`config.mk`:
```
export PLATFORM = sky130hd
export DESIGN_NAME = sfg_guard
export DESIGN_NICKNAME = d
export VERILOG_FILES = /design/src/core/sfg_pkg.sv /design/src/core/sfg_check.sv /design/src/core/sfg_guard.sv
export SDC_FILE = /design/constraint.sdc
export NUM_CORES = 1
export LEC_CHECK = 0
export CORE_MARGIN = 5
export CORE_UTILIZATION = 45
export DETAILED_ROUTE_END_ITERATION = 16
export DONT_BUFFER_PORTS = 1
export PLACE_DENSITY_LB_ADDON = 0.1
export SLEW_MARGIN = 10
export SYNTH_ARGS = -nofsm -noshare
export SYNTH_HDL_FRONTEND = slang
export SYNTH_HIERARCHICAL = 1
export SYNTH_SLANG_ARGS = --single-unit
```
`constraint.sdc`:
```
create_clock -name clk -period 2.8 [get_ports clk]
set_input_delay 0.7 -clock clk [delete_from_list [all_inputs] [get_ports clk]]
set_output_delay 0.7 -clock clk [all_outputs]
set_load 0.02 [all_outputs]
```
`src/core/sfg_pkg.sv`:
```
`default_nettype none
package sfg_pkg;
    // ****************************************************************
    // register map (byte addresses)
    // ****************************************************************
    localparam logic [11:0] SFG_CTRL_OFS   = 12'h000;
    localparam logic [11:0] SFG_WINDOW_OFS = 12'h004;
    localparam logic [11:0] SFG_REQ_OFS    = 12'h008;
    localparam logic [11:0] SFG_STAT_OFS   = 12'h00C;
    localparam logic [11:0] SFG_CLK_OFS    = 12'h010;

    // ctrl fields
    localparam int SFG_CTRL_EXT_BIT  = 0;
    localparam int SFG_CTRL_SELF_BIT = 1;
    // window fields
    localparam int SFG_WIN_START_LSB = 0;
    localparam int SFG_WIN_END_LSB   = 8;
    // request fields: block in [7:0], code flag bit 8, op in [17:16]
    localparam int SFG_REQ_BLK_LSB   = 0;
    localparam int SFG_REQ_CODE_BIT  = 8;
    localparam int SFG_REQ_OP_LSB    = 16;

    localparam int SFG_BLK_W = 8;

    localparam logic [7:0] SFG_WIN_START_RST = 8'h00;
    localparam logic [7:0] SFG_WIN_END_RST   = 8'hFF;
    localparam logic [7:0] SFG_BOOT_LAST_BLK = 8'h03;

    // writing clock ceilings in MHz
    localparam logic [7:0] SFG_FULL_MAX_MHZ = 8'h18;
    localparam logic [7:0] SFG_WIDE_MAX_MHZ = 8'h08;

    typedef enum logic [1:0]
    {
        SFG_OP_NONE  = 2'b00,
        SFG_OP_WRITE = 2'b01,
        SFG_OP_ERASE = 2'b10
    } sfg_op_t;

    typedef enum logic [1:0]
    {
        SFG_RES_IDLE = 2'b00,
        SFG_RES_OK   = 2'b01,
        SFG_RES_FAIL = 2'b10
    } sfg_res_t;

    typedef struct packed
    {
        sfg_op_t             op;
        logic                code;
        logic [SFG_BLK_W-1:0] blk;
    } sfg_req_t;

    typedef struct packed
    {
        logic                 ext_mode;
        logic                 self_mode;
        logic [SFG_BLK_W-1:0] win_start;
        logic [SFG_BLK_W-1:0] win_end;
        logic                 boot_protect;
    } sfg_cfg_t;
endpackage
`default_nettype wire

```
`src/core/sfg_check.sv`:
```
`default_nettype none
module sfg_check
    import sfg_pkg::*;
(
    input  wire sfg_cfg_t cfg,
    input  wire sfg_req_t req,
    output logic          allow
);
    logic in_win;
    logic in_boot;

    always_comb
    begin
        in_win  = (req.blk >= cfg.win_start)
                  && (req.blk <= cfg.win_end);
        in_boot = cfg.boot_protect && (req.blk <= SFG_BOOT_LAST_BLK);
        allow   = 1'b0;
        if (req.op != SFG_OP_NONE)
        begin
            if (in_boot)
                allow = 1'b0;
            else if (cfg.ext_mode)
                allow = 1'b1;
            else if (!req.code)
                allow = 1'b1;
            else if (cfg.self_mode)
                allow = in_win;
            else
                allow = 1'b1;
        end
    end
endmodule
`default_nettype wire

```
`src/core/sfg_guard.sv`:
```
// The placing of the registers and register access over AHB-Lite were left to the implementer.
`default_nettype none
module sfg_guard
    import sfg_pkg::*;
(
    input  wire logic        clk,
    input  wire logic        rst_n,
    input  wire logic        hsel,
    input  wire logic [31:0] haddr,
    input  wire logic [1:0]  htrans,
    input  wire logic        hwrite,
    input  wire logic [2:0]  hsize,
    input  wire logic [31:0] hwdata,
    input  wire logic        hready,
    output logic [31:0]      hrdata,
    output logic             hreadyout,
    output logic             hresp,
    input  wire logic        boot_protect,
    input  wire logic        flash_speed_mode_hi,
    input  wire logic        flash_speed_mode_lo,
    output logic             flash_we,
    output logic             flash_erase,
    output logic [7:0]       flash_blk,
    output logic             flash_code,
    output logic             full_speed_mode,
    output logic [7:0]       max_clk_mhz
);
    // ****************************************************************
    // state
    // ****************************************************************
    typedef struct packed
    {
        logic                 ext_mode;
        logic                 self_mode;
        logic [SFG_BLK_W-1:0] win_start;
        logic [SFG_BLK_W-1:0] win_end;
        logic                 wr_pend;
        logic [11:0]          addr;
        sfg_res_t             result;
        logic [15:0]          ok_cnt;
        logic [15:0]          fail_cnt;
        logic                 we;
        logic                 erase;
        logic [SFG_BLK_W-1:0] blk;
        logic                 code;
        logic                 full_speed;
        logic [7:0]           max_mhz;
        logic [31:0]          rdata;
    } sfg_state_t;

    sfg_state_t st_reg;
    sfg_state_t st_next;
    sfg_cfg_t   cfg;
    sfg_req_t   req;
    logic       allow;
    logic       fs_ok;
    logic       addr_ph;

    assign fs_ok = flash_speed_mode_hi & flash_speed_mode_lo;

    always_comb
    begin
        cfg.ext_mode     = st_reg.ext_mode;
        cfg.self_mode    = st_reg.self_mode;
        cfg.win_start    = st_reg.win_start;
        cfg.win_end      = st_reg.win_end;
        cfg.boot_protect = boot_protect;
        req.blk  = hwdata[SFG_REQ_BLK_LSB +: SFG_BLK_W];
        req.code = hwdata[SFG_REQ_CODE_BIT];
        req.op   = sfg_op_t'(hwdata[SFG_REQ_OP_LSB +: $bits(sfg_op_t)]);
    end

    sfg_check u_check
    (
        .cfg   (cfg),
        .req   (req),
        .allow (allow)
    );

    assign addr_ph = hsel & hready & htrans[1];

    // ****************************************************************
    // next state
    // ****************************************************************
    always_comb
    begin
        st_next       = st_reg;
        st_next.we    = 1'b0;
        st_next.erase = 1'b0;
        st_next.wr_pend = 1'b0;
        // straps go through a flop so the speed outputs are registered
        st_next.full_speed = fs_ok;
        st_next.max_mhz    = fs_ok ? SFG_FULL_MAX_MHZ : SFG_WIDE_MAX_MHZ;
        if (st_reg.wr_pend)
        begin
            case (st_reg.addr)
                SFG_CTRL_OFS:
                begin
                    st_next.ext_mode  = hwdata[SFG_CTRL_EXT_BIT];
                    st_next.self_mode = hwdata[SFG_CTRL_SELF_BIT];
                end
                SFG_WINDOW_OFS:
                begin
                    if (st_reg.ext_mode && !st_reg.self_mode)
                    begin
                        st_next.win_start =
                            hwdata[SFG_WIN_START_LSB +: SFG_BLK_W];
                        st_next.win_end   =
                            hwdata[SFG_WIN_END_LSB +: SFG_BLK_W];
                    end
                end
                SFG_REQ_OFS:
                begin
                    if (req.op == SFG_OP_WRITE || req.op == SFG_OP_ERASE)
                    begin
                        if (allow)
                        begin
                            st_next.we     = (req.op == SFG_OP_WRITE);
                            st_next.erase  = (req.op == SFG_OP_ERASE);
                            st_next.blk    = req.blk;
                            st_next.code   = req.code;
                            st_next.result = SFG_RES_OK;
                            st_next.ok_cnt = st_reg.ok_cnt + 16'h0001;
                        end
                        else
                        begin
                            st_next.result   = SFG_RES_FAIL;
                            st_next.fail_cnt = st_reg.fail_cnt + 16'h0001;
                        end
                    end
                end
                default:
                begin
                end
            endcase
        end
        if (addr_ph)
        begin
            st_next.wr_pend = hwrite;
            st_next.addr    = haddr[11:0];
            case (haddr[11:0])
                SFG_CTRL_OFS:
                    st_next.rdata = {30'h0000_0000, st_reg.self_mode,
                                     st_reg.ext_mode};
                SFG_WINDOW_OFS:
                    st_next.rdata = {16'h0000, st_reg.win_end,
                                     st_reg.win_start};
                SFG_STAT_OFS:
                    st_next.rdata = {st_reg.fail_cnt[13:0],
                                     st_reg.ok_cnt[15:0], st_reg.result};
                SFG_CLK_OFS:
                    st_next.rdata = {23'h00_0000, st_reg.full_speed,
                                     st_reg.max_mhz};
                default:
                    st_next.rdata = 32'h0000_0000;
            endcase
        end
    end

    always_ff @(posedge clk or negedge rst_n)
    begin
        if (!rst_n)
        begin
            st_reg           <= '0;
            st_reg.win_start <= SFG_WIN_START_RST;
            st_reg.win_end   <= SFG_WIN_END_RST;
            st_reg.max_mhz   <= SFG_WIDE_MAX_MHZ;
        end
        else
            st_reg <= st_next;
    end

    // ****************************************************************
    // outputs
    // ****************************************************************
    assign hrdata          = st_reg.rdata;
    assign hreadyout       = 1'b1;
    assign hresp           = 1'b0;
    assign flash_we        = st_reg.we;
    assign flash_erase     = st_reg.erase;
    assign flash_blk       = st_reg.blk;
    assign flash_code      = st_reg.code;
    assign full_speed_mode = st_reg.full_speed;
    assign max_clk_mhz     = st_reg.max_mhz;
endmodule
`default_nettype wire

```
==> metrics.md, run 1 <==
| Metric | Value |
|---|---|
| Ratio of cells with drive above 1 in the final layout | `a little over a quarter` |
| Post-synth design cell area | `about 0.0054 mm²` |
| Transition time at the pin with the least slew margin | `about 600 ps` |
| Maxcap violations | `0` |
| Max Freq | `around 360 MHz` |
| Endpoint arrival time on the critical path | `about 3000 ps` |
| Clk_skew | `8.21 ps` |
| Net switching power | `approximately 730 µW` |
| Level count of the clock H-tree | `3` |
| Total CTS buffers | `9` |
| Primary flip-flop cell chosen by synthesis mapping | `sky130_fd_sc_hd__dfrtp_1` |
| Maximum number of buffers from clock root to sink | `2` |
| Number of enable flip-flop cells after synthesis | `0` |
| Beginning of the worst register-to-register path | `cfg[6]` |
| Via/cell ratio | `approximately 5.5` |
| Static leakage | `2.84 nW` |
| Least setup slack across all paths after layout | `approximately 40 ps` |
| Synth-to-Final Area Change | `9.30%` |
| Clock tree from TritonCTS | `done` |
| Post-placement worst setup slack | `-247 ps` |
| Post-CTS Hold Buffers | `0` |
| Max-slew violation total from the final report | `0` |
| Iteration-0 DRC Markers | `139` |
| Floorplan die area | `between 0.01 and 0.015 mm²` |
| Total number of placement rows | `40` |
| Core area | `approximately 0.012 mm²` |
| Post-CTS clock slew at the launch and capture registers of the worst setup and hold paths | `around 70 ps` |
| Worst R2R End | `st_reg[69]` |
| Post-layout power | `3.15 mW` |
| Count of final hold-check violations | `0` |
| Non-Filler Cell Area, Final | `between 0.005 and 0.006 mm²` |
| Cell taking the most area after synthesis | `sky130_fd_sc_hd__dfrtp_1` |
| Total Nets Final | `around 540` |
| Cell Int Power | `roughly 2.4 mW` |
| Die Height | `about 120 µm` |
| Routed vias | `~3300` |
| Data required, critical path | `~3000 ps` |
| Final GP Congestion | `between 0.7 and 0.8` |
| Final setup violating endpoints | `0` |
| First-pass GRT wire length | `19000 µm` |
| Slew Limit Headroom | `60.5%` |
| Async SR Flop Fraction | `100%` |
| Tmin final | `around 2800 ps` |
| Starting Density | `about 45%` |
| Final sum of negative setup slack | `0 ps` |
| Type of element capturing the critical path | `flop` |
| DP Wirelength | `a little over 8000 µm` |
| Post-route core utilization | `approximately half` |
| Cell chosen for the clock root | `sky130_fd_sc_hd__clkbuf_16` |
| Type of element launching the critical path | `flop` |
| Synth Area in Compound Gates | `under 10%` |
| Result of the run | `finished clean` |
| Fraction of power consumed by combinational cells | `~6.5%` |
| Top-level port count | `between 100 and 150` |
| Detail-routed net length per standard cell | `between 15 and 20 µm` |
| Max reg flops | `between 40 and 50` |
| Antenna Diode Count | `0` |
| Antenna violations before repair | `0` |
| Final WL | `11500 µm` |
| Final worst path period share | `between 90% and 100%` |
| Fraction of synthesized cell area in xor and xnor cells | `4.55%` |
| Number of distinct library cell variants in the gate-level netlist after synthesis | `47` |
| Post-synth top area share | `a little under half` |
| Arithmetic-cell share of the synthesized area counting full adders, half adders and majority gates | `4.64%` |
| Most frequent cells after synthesis | `sky130_fd_sc_hd__dfrtp_1 (99), sky130_fd_sc_hd__buf_4 (50), sky130_fd_sc_hd__mux2_2 (40)` |
| Worst Path Max Fanout | `7` |
| IO buf count | `0` |
| Total iterations of the first detailed-routing run | `4` |
| Part of the power in the clock network | `between 40% and 50%` |
| Length in cells of the worst reg-to-reg path | `11` |
| DRC violations left | `0` |
| Insertion delay to the later sink of the worst-skew pair | `approximately 350 ps` |
| Sequential share of power | `around 52%` |
| Main combinational cell family by area after synthesis | `simple AND/OR/NAND/NOR gates` |
| Power per unit of standard cell area | `roughly 530 mW/mm²` |
| Antenna-violating nets left | `0` |
| Mux contribution to synthesized area | `slightly below 9%` |
| Non-filler instance count after layout | `a little under 600` |
| Max rail drop VDD | `305 µV` |
| Standard cell area after detailed placement | `0.00539 mm²` |
| Die Wd | `119 µm` |
| Worst-case hold slack | `roughly 43 ps` |
| Cells after DPL | `approximately 570` |
| Top cells by area in the synthesized netlist | `sky130_fd_sc_hd__dfrtp_1 (46%), sky130_fd_sc_hd__mux2_2 (8.4%), sky130_fd_sc_hd__buf_4 (7.0%)` |
| Worst hold path class | `input port to asynchronous set/reset pin` |
| Sequential element share of the synthesized area | `approximately half` |
| Average cell area after synthesis | `11.5 µm²` |
| Cell with the most instances after synthesis | `sky130_fd_sc_hd__dfrtp_1` |
| Largest net degree at the start of global routing | `between 100 and 150` |
| CTS sink count | `~110` |
| Yosys warns | `6` |
| Sw frac | `roughly 23%` |
| Number of flip-flops and latches in the synthesized netlist | `107` |
| RSZ-0062 raised after global routing | `yes` |
| Simple logic cell fraction of the synthesized area | `between 10 and 15%` |
| Flop2flop setup slack | `~40 ps` |
| Gr usage total | `17.0%` |
| Gate Count Post-Synth | `around 470` |
| Worst setup path category | `flop to flop` |
| Via count of the first global-routing pass | `about 3400` |
| Gr ovfl total | `0` |
## critical path, cell delays in order, from the launching register on
cell and delay (ps):
sky130_fd_sc_hd__dfstp_2 540, sky130_fd_sc_hd__inv_2 50, sky130_fd_sc_hd__ha_4 230, sky130_fd_sc_hd__a21oi_2 130, sky130_fd_sc_hd__o21ai_2 80, sky130_fd_sc_hd__o311ai_2 290, sky130_fd_sc_hd__and3_4 280, sky130_fd_sc_hd__nor4bb_4 260
sky130_fd_sc_hd__nand4_4 170, sky130_fd_sc_hd__buf_12 210, sky130_fd_sc_hd__buf_12 130, sky130_fd_sc_hd__mux2_2 260
## power groups by stage
stage	logic [mW]	registers [mW]	clock network (mW)
4_1_cts	0.199	1.65	1.33
3_5_place_dp	0.186	1.68	0
5_1_grt	0.232	1.66	1.38
2_1_floorplan	0.166	1.67	0
3_3_place_gp	0.180	1.68	0
6_report	0.206	1.65	1.29
## worst max path at each step
stage	from	end	slack, ps	depth (start not counted)
finish	cfg[6]	st_reg[69]	40	11
global route	cfg[6]	flash_blk[2]	-100	11
global placement	hwdata[0]	st_reg[65]	-250	12
CTS	cfg[4]	st_reg[69]	2	11
detailed placement	hwdata[0]	st_reg[65]	-250	12
floorplan	hwdata[7]	flash_blk[1]	2	9
## kinds of logic (layout without fill, tap and decap cells)
logic type | after synthesis | in the layout
simple gates | 124 | 124
flops | 107 | 107
buf+inv | 90 | 63
compound gates | 56 | 56
mux | 42 | 42
xor+xnor | 28 | 28
fa+ha+maj | 20 | 20
other cells | 2 | 9
## layout make-up
class                           count  area [µm²]
Clock inverter                      6        65.1
Clock buffer                       10         239
Inverter                           25        96.3
Tap cell                          147         184
Timing Repair Buffer               22         215
Multi-Input combinational cell    279        2410
Fill cell                        1054        5970
Sequential cell                   107        2690
## layout by cell type (no fill, tap or decap), types with 3 or more instances in the layout
master                      netlist  layout
sky130_fd_sc_hd__dfrtp_1         99      99
sky130_fd_sc_hd__mux2_2          40      40
sky130_fd_sc_hd__inv_1           25      21
sky130_fd_sc_hd__xor2_1          19      19
sky130_fd_sc_hd__buf_4           50      19
sky130_fd_sc_hd__nand2_1         17      17
sky130_fd_sc_hd__nor2_1          17      16
sky130_fd_sc_hd__a22o_1          16      16
sky130_fd_sc_hd__ha_1            20      14
sky130_fd_sc_hd__nand4_1         13      13
sky130_fd_sc_hd__and3_1          14      13
sky130_fd_sc_hd__a221o_1         11      11
sky130_fd_sc_hd__nand3_1         11      10
sky130_fd_sc_hd__nor3_1          13       9
sky130_fd_sc_hd__xnor2_1          9       9
sky130_fd_sc_hd__conb_1           2       9
sky130_fd_sc_hd__clkbuf_16        0       9
sky130_fd_sc_hd__dfstp_2          8       8
sky130_fd_sc_hd__nor4_1          10       7
sky130_fd_sc_hd__nand2b_1         6       6
sky130_fd_sc_hd__o21ai_0          7       6
sky130_fd_sc_hd__ha_4             0       6
sky130_fd_sc_hd__nor3_2           1       5
sky130_fd_sc_hd__a32oi_1          4       4
sky130_fd_sc_hd__nor4_4           1       3
sky130_fd_sc_hd__and2_1           3       3
sky130_fd_sc_hd__a21oi_1          5       3
sky130_fd_sc_hd__a21o_1           3       3
sky130_fd_sc_hd__inv_2            0       3
## what timing repair did
item                                    in CTS  in global routing
gates cloned                                 1                  0
endpoints found under the setup margin      17                 19
setup buffers                                4                  1
gates resized for setup                     10                  9
pin swaps                                    6                 10
## routing by layer
layer  part of all wire, %  global-route usage [%]  up-vias
met2                    46                    25.6       62
met3                   4.7                    3.99       13
li1                      -                       -     1582
met1                    47                    23.7     1627
met4                   1.6                    6.66        0
met5                     0                       0        -
Power figures use the tool's default switching activity.
==> run 2: changes to the inputs <==
- BUFFER_PORTS_ARGS: unset -> -buffer_cell sky130_fd_sc_hd__buf_4
- CTS_CLUSTER_DIAMETER: unset -> 50
- DONT_BUFFER_PORTS: 1 -> unset
==> metrics.md, run 2 (synthesis results as in run 1) <==
| Metric | Value |
|---|---|
| Result of the run | `finished clean` |
| Data required, critical path | `3030 ps (about the same)` |
| Largest net degree at the start of global routing | `48 (-56%)` |
| Worst Path Max Fanout | `11 (+4)` |
| Die Wd | `119 µm (unchanged)` |
| Core area | `0.0119 mm² (unchanged)` |
| Post-route core utilization | `55.8% (+6.1 points)` |
| Floorplan die area | `0.0143 mm² (unchanged)` |
| Routed vias | `3678 (+12%)` |
| Max-slew violation total from the final report | `0 (unchanged)` |
| Maximum number of buffers from clock root to sink | `2 (unchanged)` |
| IO buf count | `83 (+83)` |
| Total number of placement rows | `40 (unchanged)` |
| Synth-to-Final Area Change | `22.6%` |
| Top-level port count | `131 (unchanged)` |
| Cells after DPL | `669 (+17%)` |
| Final WL | `11900 µm (+3.5%)` |
| Final setup violating endpoints | `0 (unchanged)` |
| Layout filler cell count | `1020 (-3.2%)` |
| DP Wirelength | `8780 µm (+9.1%)` |
| Clk_skew | `6.13 ps (-2.08 ps)` |
| Starting Density | `45.5% (unchanged)` |
| Slew Limit Headroom | `60.6% (+0.12 points)` |
| CTS sink count | `107 (unchanged)` |
| Via count of the first global-routing pass | `3868 (+12%)` |
| Most frequent cells in the layout | `sky130_fd_sc_hd__buf_4 (112), sky130_fd_sc_hd__dfrtp_1 (99), sky130_fd_sc_hd__mux2_2 (40)` |
| Post-CTS clock slew at the launch and capture registers of the worst setup and hold paths | `60 ps (about the same)` |
| Final worst path period share | `98.4% (-0.23 points)` |
| Type of element capturing the critical path | `flop` |
| Detail-routed net length per standard cell | `17.3 µm (-10%)` |
| DRC violations left | `0 (unchanged)` |
| Total Nets Final | `635 (+17%)` |
| Ratio of cells with drive above 1 in the final layout | `39.3% (+12 points)` |
| Type of element launching the critical path | `flop` |
| Worst-case hold slack | `326 ps (+284 ps)` |
| Met3 Track Usage GR | `3.23% (-0.76 points)` |
| Maxcap violations | `0 (unchanged)` |
| Endpoint arrival time on the critical path | `2990 ps (about the same)` |
| First-pass GRT wire length | `19900 µm (+4.7%)` |
| Final GP Congestion | `0.794 (+3.1%)` |
| Total CTS buffers | `9 (unchanged)` |
| Clock tree from TritonCTS | `done` |
| Antenna-violating nets left | `0 (unchanged)` |
| Level count of the clock H-tree | `3 (unchanged)` |
| Met2 usage in global routing | `27.6% (+2.0 points)` |
| Gr ovfl total | `0 (unchanged)` |
| Max reg flops | `45 (unchanged)` |
| Insertion delay to the later sink of the worst-skew pair | `350 ps (about the same)` |
| Tmin final | `2750 ps (-6.41 ps)` |
| Cell chosen for the clock root | `sky130_fd_sc_hd__clkbuf_16` |
| Beginning of the worst register-to-register path | `cfg[6]` |
| Power per unit of standard cell area | `501 mW/mm² (-6.1%)` |
| Most common library cell in the layout ignoring fill and taps | `sky130_fd_sc_hd__buf_4` |
| Final sum of negative setup slack | `0 ps (unchanged)` |
| Max Freq | `363 MHz (+0.23%)` |
| Via/cell ratio | `5.34 (-3.1%)` |
| Total iterations of the first detailed-routing run | `4 (unchanged)` |
| Worst hold path class | `input port to asynchronous set/reset pin` |
| Count of final hold-check violations | `0 (unchanged)` |
| Max rail drop VDD | `271 µV (-11%)` |
| Static leakage | `3.34 nW (+18%)` |
| Iteration-0 DRC Markers | `194 (+40%)` |
| Gr usage total | `17.5% (+0.54 points)` |
| Die Height | `119 µm (unchanged)` |
| Worst setup path category | `flop to flop` |
| Transition time at the pin with the least slew margin | `586 ps (-6.22 ps)` |
| Global-route track usage on met1 | `24.1% (+0.36 points)` |
| RSZ-0062 raised after global routing | `yes` |
| Busiest layer in global routing | `met2` |
| Non-filler instance count after layout | `689 (+16%)` |
| Crit. Startpoint | `cfg[6]` |
| Antenna Diode Count | `0 (unchanged)` |
| Antenna violations before repair | `0 (unchanged)` |
==> run 2: cell types whose count changed in the layout (fill, tap and decap cells not counted), sizes merged <==
cell | before | now
buf | 21 | 116
clkinv | 4 | 0
clkbuf | 10 | 13
bufbuf | 1 | 0
bufinv | 1 | 2
clkinvlp | 1 | 0
==> run 2: metal layers <==
metal	wire length, µm	part of all wire (%)
met5	0	0
met4	208	1.7
met3	413	3.5
met2	5650	48
met1	5620	47
==> run 2: final timing paths <==
| check | cells after the start | to | slack (ps) |
|---|---|---|---|
| min in group clk | 1 | st_reg[83] | 490 |
| max reg2reg | 10 | flash_blk[2] | 50 |
| min reg2reg | 1 | st_reg[83] | 490 |
| max in group asynchronous | 2 | cfg[1] | 1770 |
| max | 10 | flash_blk[2] | 50 |
| min | 1 | hrdata[21] | 330 |
==> run 2: cell type report <==
class	instances	area, µm²	area share, %
tap	147	184	2.78
inverter	25	96.3	1.46
timing repair buffer	116	895	13.5
clock buffer	13	250	3.78
sequential	107	2690	40.6
multi-input combinational	279	2440	36.9
clock inverter	2	60.1	0.908
==> run 2: worst max-delay path: stages, from the launching register on <==
cell and delay [ps]:
sky130_fd_sc_hd__dfstp_2 540, sky130_fd_sc_hd__inv_2 50, sky130_fd_sc_hd__ha_4 240, sky130_fd_sc_hd__a21oi_2 150, sky130_fd_sc_hd__o21ai_2 80, sky130_fd_sc_hd__o311ai_2 290
sky130_fd_sc_hd__and3_4 280, sky130_fd_sc_hd__nor4bb_4 270, sky130_fd_sc_hd__nand4_4 220, sky130_fd_sc_hd__buf_6 240, sky130_fd_sc_hd__mux2_2 270
==> run 2: stage by stage <==
stage	power (mW)	instance area, µm²	setup WS (ps)
2_1_floorplan	1.83	5510	2.31
3_3_place_gp	1.97	6100	-395
3_5_place_dp	1.98	6100	-413
4_1_cts	3.33	6460	-37.5
5_1_grt	3.45	6620	-120
6_report	3.32	6620	46.1
==> run 2: power breakdown <==
part	switching, mW	total, mW	internal (mW)
clock network	0.543	1.35	0.805
logic	0.166	0.320	0.155
registers	0.0514	1.65	1.60
==> run 2: repair_timing <==
action                                  CTS  global route
hold buffers                              0             0
buffers inserted                          3             2
pin swaps                                 2            10
gates resized for setup                   6            20
endpoints found under the setup margin   16            28
==> run 3: changes to the inputs <==
- CTS_BUF_LIST: unset -> sky130_fd_sc_hd__clkbuf_4 sky130_fd_sc_hd__clkbuf_8 sky130_fd_sc_hd__clkbuf_16
- SKIP_LAST_GASP: unset -> 1
==> metrics.md, run 3 (synthesis results as in run 1) <==
| Metric | Value |
|---|---|
| Endpoint arrival time on the critical path | `3120 ps (+130 ps)` |
| Final worst path period share | `102% (+3.2 points)` |
| Top-level port count | `131 (unchanged)` |
| Count of final hold-check violations | `0 (unchanged)` |
| Worst Path Max Fanout | `5 (-6)` |
| Sw frac | `22.9% (+0.037 points)` |
| Post-CTS clock slew at the launch and capture registers of the worst setup and hold paths | `70 ps (about the same)` |
| Total Nets Final | `639 (+0.63%)` |
| Max-slew violation total from the final report | `0 (unchanged)` |
| Tmin final | `2840 ps (+89.3 ps)` |
| Static leakage | `3.40 nW (+1.6%)` |
| Max rail drop VDD | `271 µV (+0.19%)` |
| Final GP Congestion | `0.794 (unchanged)` |
| Most frequent cells in the layout | `sky130_fd_sc_hd__buf_4 (114), sky130_fd_sc_hd__dfrtp_1 (99), sky130_fd_sc_hd__mux2_2 (40)` |
| Cell Int Power | `2.60 mW (+1.5%)` |
| Via/cell ratio | `5.32 (-0.39%)` |
| Layout filler cell count | `1005 (-1.5%)` |
| Gr usage total | `17.5% (-0.030 points)` |
| Slew Limit Headroom | `60.6% (about the same)` |
| DRC violations left | `0 (unchanged)` |
| Via count of the first global-routing pass | `3849 (-0.49%)` |
| Post-layout power | `3.37 mW (+1.5%)` |
| Transition time at the pin with the least slew margin | `587 ps (+0.210 ps)` |
| Post-CTS Hold Buffers | `0 (unchanged)` |
| Antenna-violating nets left | `0 (unchanged)` |
| Flop2flop setup slack | `-40 ps (-90 ps)` |
| Clock tree from TritonCTS | `done` |
| Iteration-0 DRC Markers | `225 (+16%)` |
| Insertion delay to the later sink of the worst-skew pair | `350 ps (about the same)` |
| Total iterations of the first detailed-routing run | `4 (unchanged)` |
| Antenna Diode Count | `0 (unchanged)` |
| IO buf count | `83 (unchanged)` |
| Max reg flops | `45 (unchanged)` |
| CTS sink count | `107 (unchanged)` |
| Part of the power in the clock network | `41.1% (+0.5 points)` |
| Sequential share of power | `49.0% (-0.7 points)` |
| Total CTS buffers | `9 (unchanged)` |
| Fraction of power consumed by combinational cells | `9.9% (+0.2 points)` |
| RSZ-0062 raised after global routing | `yes` |
| Non-Filler Cell Area, Final | `0.00671 mm² (+1.5%)` |
| Data required, critical path | `3080 ps (+50 ps)` |
| Result of the run | `complete, but fails checks` |
| Starting Density | `45.5% (unchanged)` |
| Maximum number of buffers from clock root to sink | `2 (unchanged)` |
| Maxcap violations | `0 (unchanged)` |
| Type of element capturing the critical path | `flop` |
| Standard cell area after detailed placement | `0.00610 mm² (unchanged)` |
| Largest net degree at the start of global routing | `48 (unchanged)` |
| Final WL | `12000 µm (+1.2%)` |
| Worst-case hold slack | `328 ps (+1.27 ps)` |
| Detail-routed net length per standard cell | `17.4 µm (+0.65%)` |
| Gr ovfl total | `0 (unchanged)` |
| Antenna violations before repair | `0 (unchanged)` |
| Violations in the final reports | `negative setup slack` |
| Final setup violating endpoints | `14 (+14)` |
| Total number of placement rows | `40 (unchanged)` |
| DP Wirelength | `8780 µm (unchanged)` |
| Cell chosen for the clock root | `sky130_fd_sc_hd__clkbuf_16` |
| Type of element launching the critical path | `flop` |
| Worst hold path class | `input port to asynchronous set/reset pin` |
| Beginning of the worst register-to-register path | `cfg[6]` |
| Die Height | `119 µm (unchanged)` |
| Ratio of cells with drive above 1 in the final layout | `41.4% (+2.1 points)` |
| Most common library cell in the layout ignoring fill and taps | `sky130_fd_sc_hd__buf_4` |
| Die Wd | `119 µm (unchanged)` |
| Level count of the clock H-tree | `3 (unchanged)` |
| Power per unit of standard cell area | `502 mW/mm² (about the same)` |
| Net switching power | `773 µW (+1.7%)` |
| Worst setup path category | `flop to flop` |
| Core area | `0.0119 mm² (unchanged)` |
| Floorplan die area | `0.0143 mm² (unchanged)` |
| Worst R2R End | `st_reg[76]` |
| Routed vias | `3685 (+0.19%)` |
| Clk_skew | `8.05 ps (+1.92 ps)` |
| Least setup slack across all paths after layout | `-43.2 ps (-89.3 ps)` |
| First-pass GRT wire length | `19900 µm (-0.17%)` |
| Length in cells of the worst reg-to-reg path | `12 (+2)` |
| Max Freq | `352 MHz (-3.1%)` |
| Synth-to-Final Area Change | `24.4%` |
## run 3: per-stage QoR
step                      worst slack (ps)  cells  setup TNS, ps  utilization, %
after global placement                -395    669          -6200            51.4
after floorplan                       2.31    476              0               -
after detailed placement              -413    669          -7800            51.4
after CTS                            -41.9    687           -254            54.5
final                                -43.2    693           -381            56.6
after global routing                  -216    693          -3750            56.6
## run 3: final cells by class
type	count	area (µm²)	share of cell area, %
flip-flops and latches	107	2690	40.0
multi-input cells	279	2490	37.0
repair buffers	120	936	13.9
clock buffers	13	262	3.90
well taps	147	184	2.74
inverters	25	96.3	1.44
clock inverters	2	60.1	0.895
## run 3: repair_timing
action,in CTS,in global routing
gates cloned,0,0
setup endpoints to repair,16,28
resized for setup,5,31
buffers inserted,3,6
pin swaps,2,18
## run 3: worst max-delay path, stage by stage, from the launching register on
cell and delay [ps]:
sky130_fd_sc_hd__dfstp_2 540, sky130_fd_sc_hd__inv_2 50, sky130_fd_sc_hd__ha_4 210, sky130_fd_sc_hd__a21oi_2 150
sky130_fd_sc_hd__o21ai_2 100, sky130_fd_sc_hd__o311ai_2 290, sky130_fd_sc_hd__and3_4 260, sky130_fd_sc_hd__buf_4 120
sky130_fd_sc_hd__nor4bb_4 240, sky130_fd_sc_hd__nand4_4 230, sky130_fd_sc_hd__buf_6 230, sky130_fd_sc_hd__nor3_2 180
sky130_fd_sc_hd__xor2_1 150
## run 3: how the worst max path moves through the flow
stage | from | endpoint | slack, ps | cells after the start
finish | cfg[6] | st_reg[76] | -40 | 12
global route | cfg[7] | st_reg[65] | -220 | 13
global placement | hwdata[0] | st_reg[65] | -390 | 13
detailed placement | hwdata[0] | st_reg[65] | -410 | 13
floorplan | hwdata[7] | flash_blk[1] | 2 | 9
CTS | cfg[6] | st_reg[76] | -40 | 11
## run 3: power by group through the flow
stage	clock (mW)	sequential (mW)	combinational, mW
floorplan	0	1.67	0.166
global placement	0	1.68	0.290
detailed placement	0	1.68	0.299
CTS	1.41	1.65	0.306
global route	1.48	1.65	0.369
finish	1.39	1.65	0.333
## run 3: metal layers
layer  wire length [µm]  vias up  global-route usage [%]
li1                   -     1771                       -
met1               5640     1835                    24.2
met2               5730       68                    27.4
met3                469       11                    3.23
met4                191        0                    6.59
met5                  0        -                       0
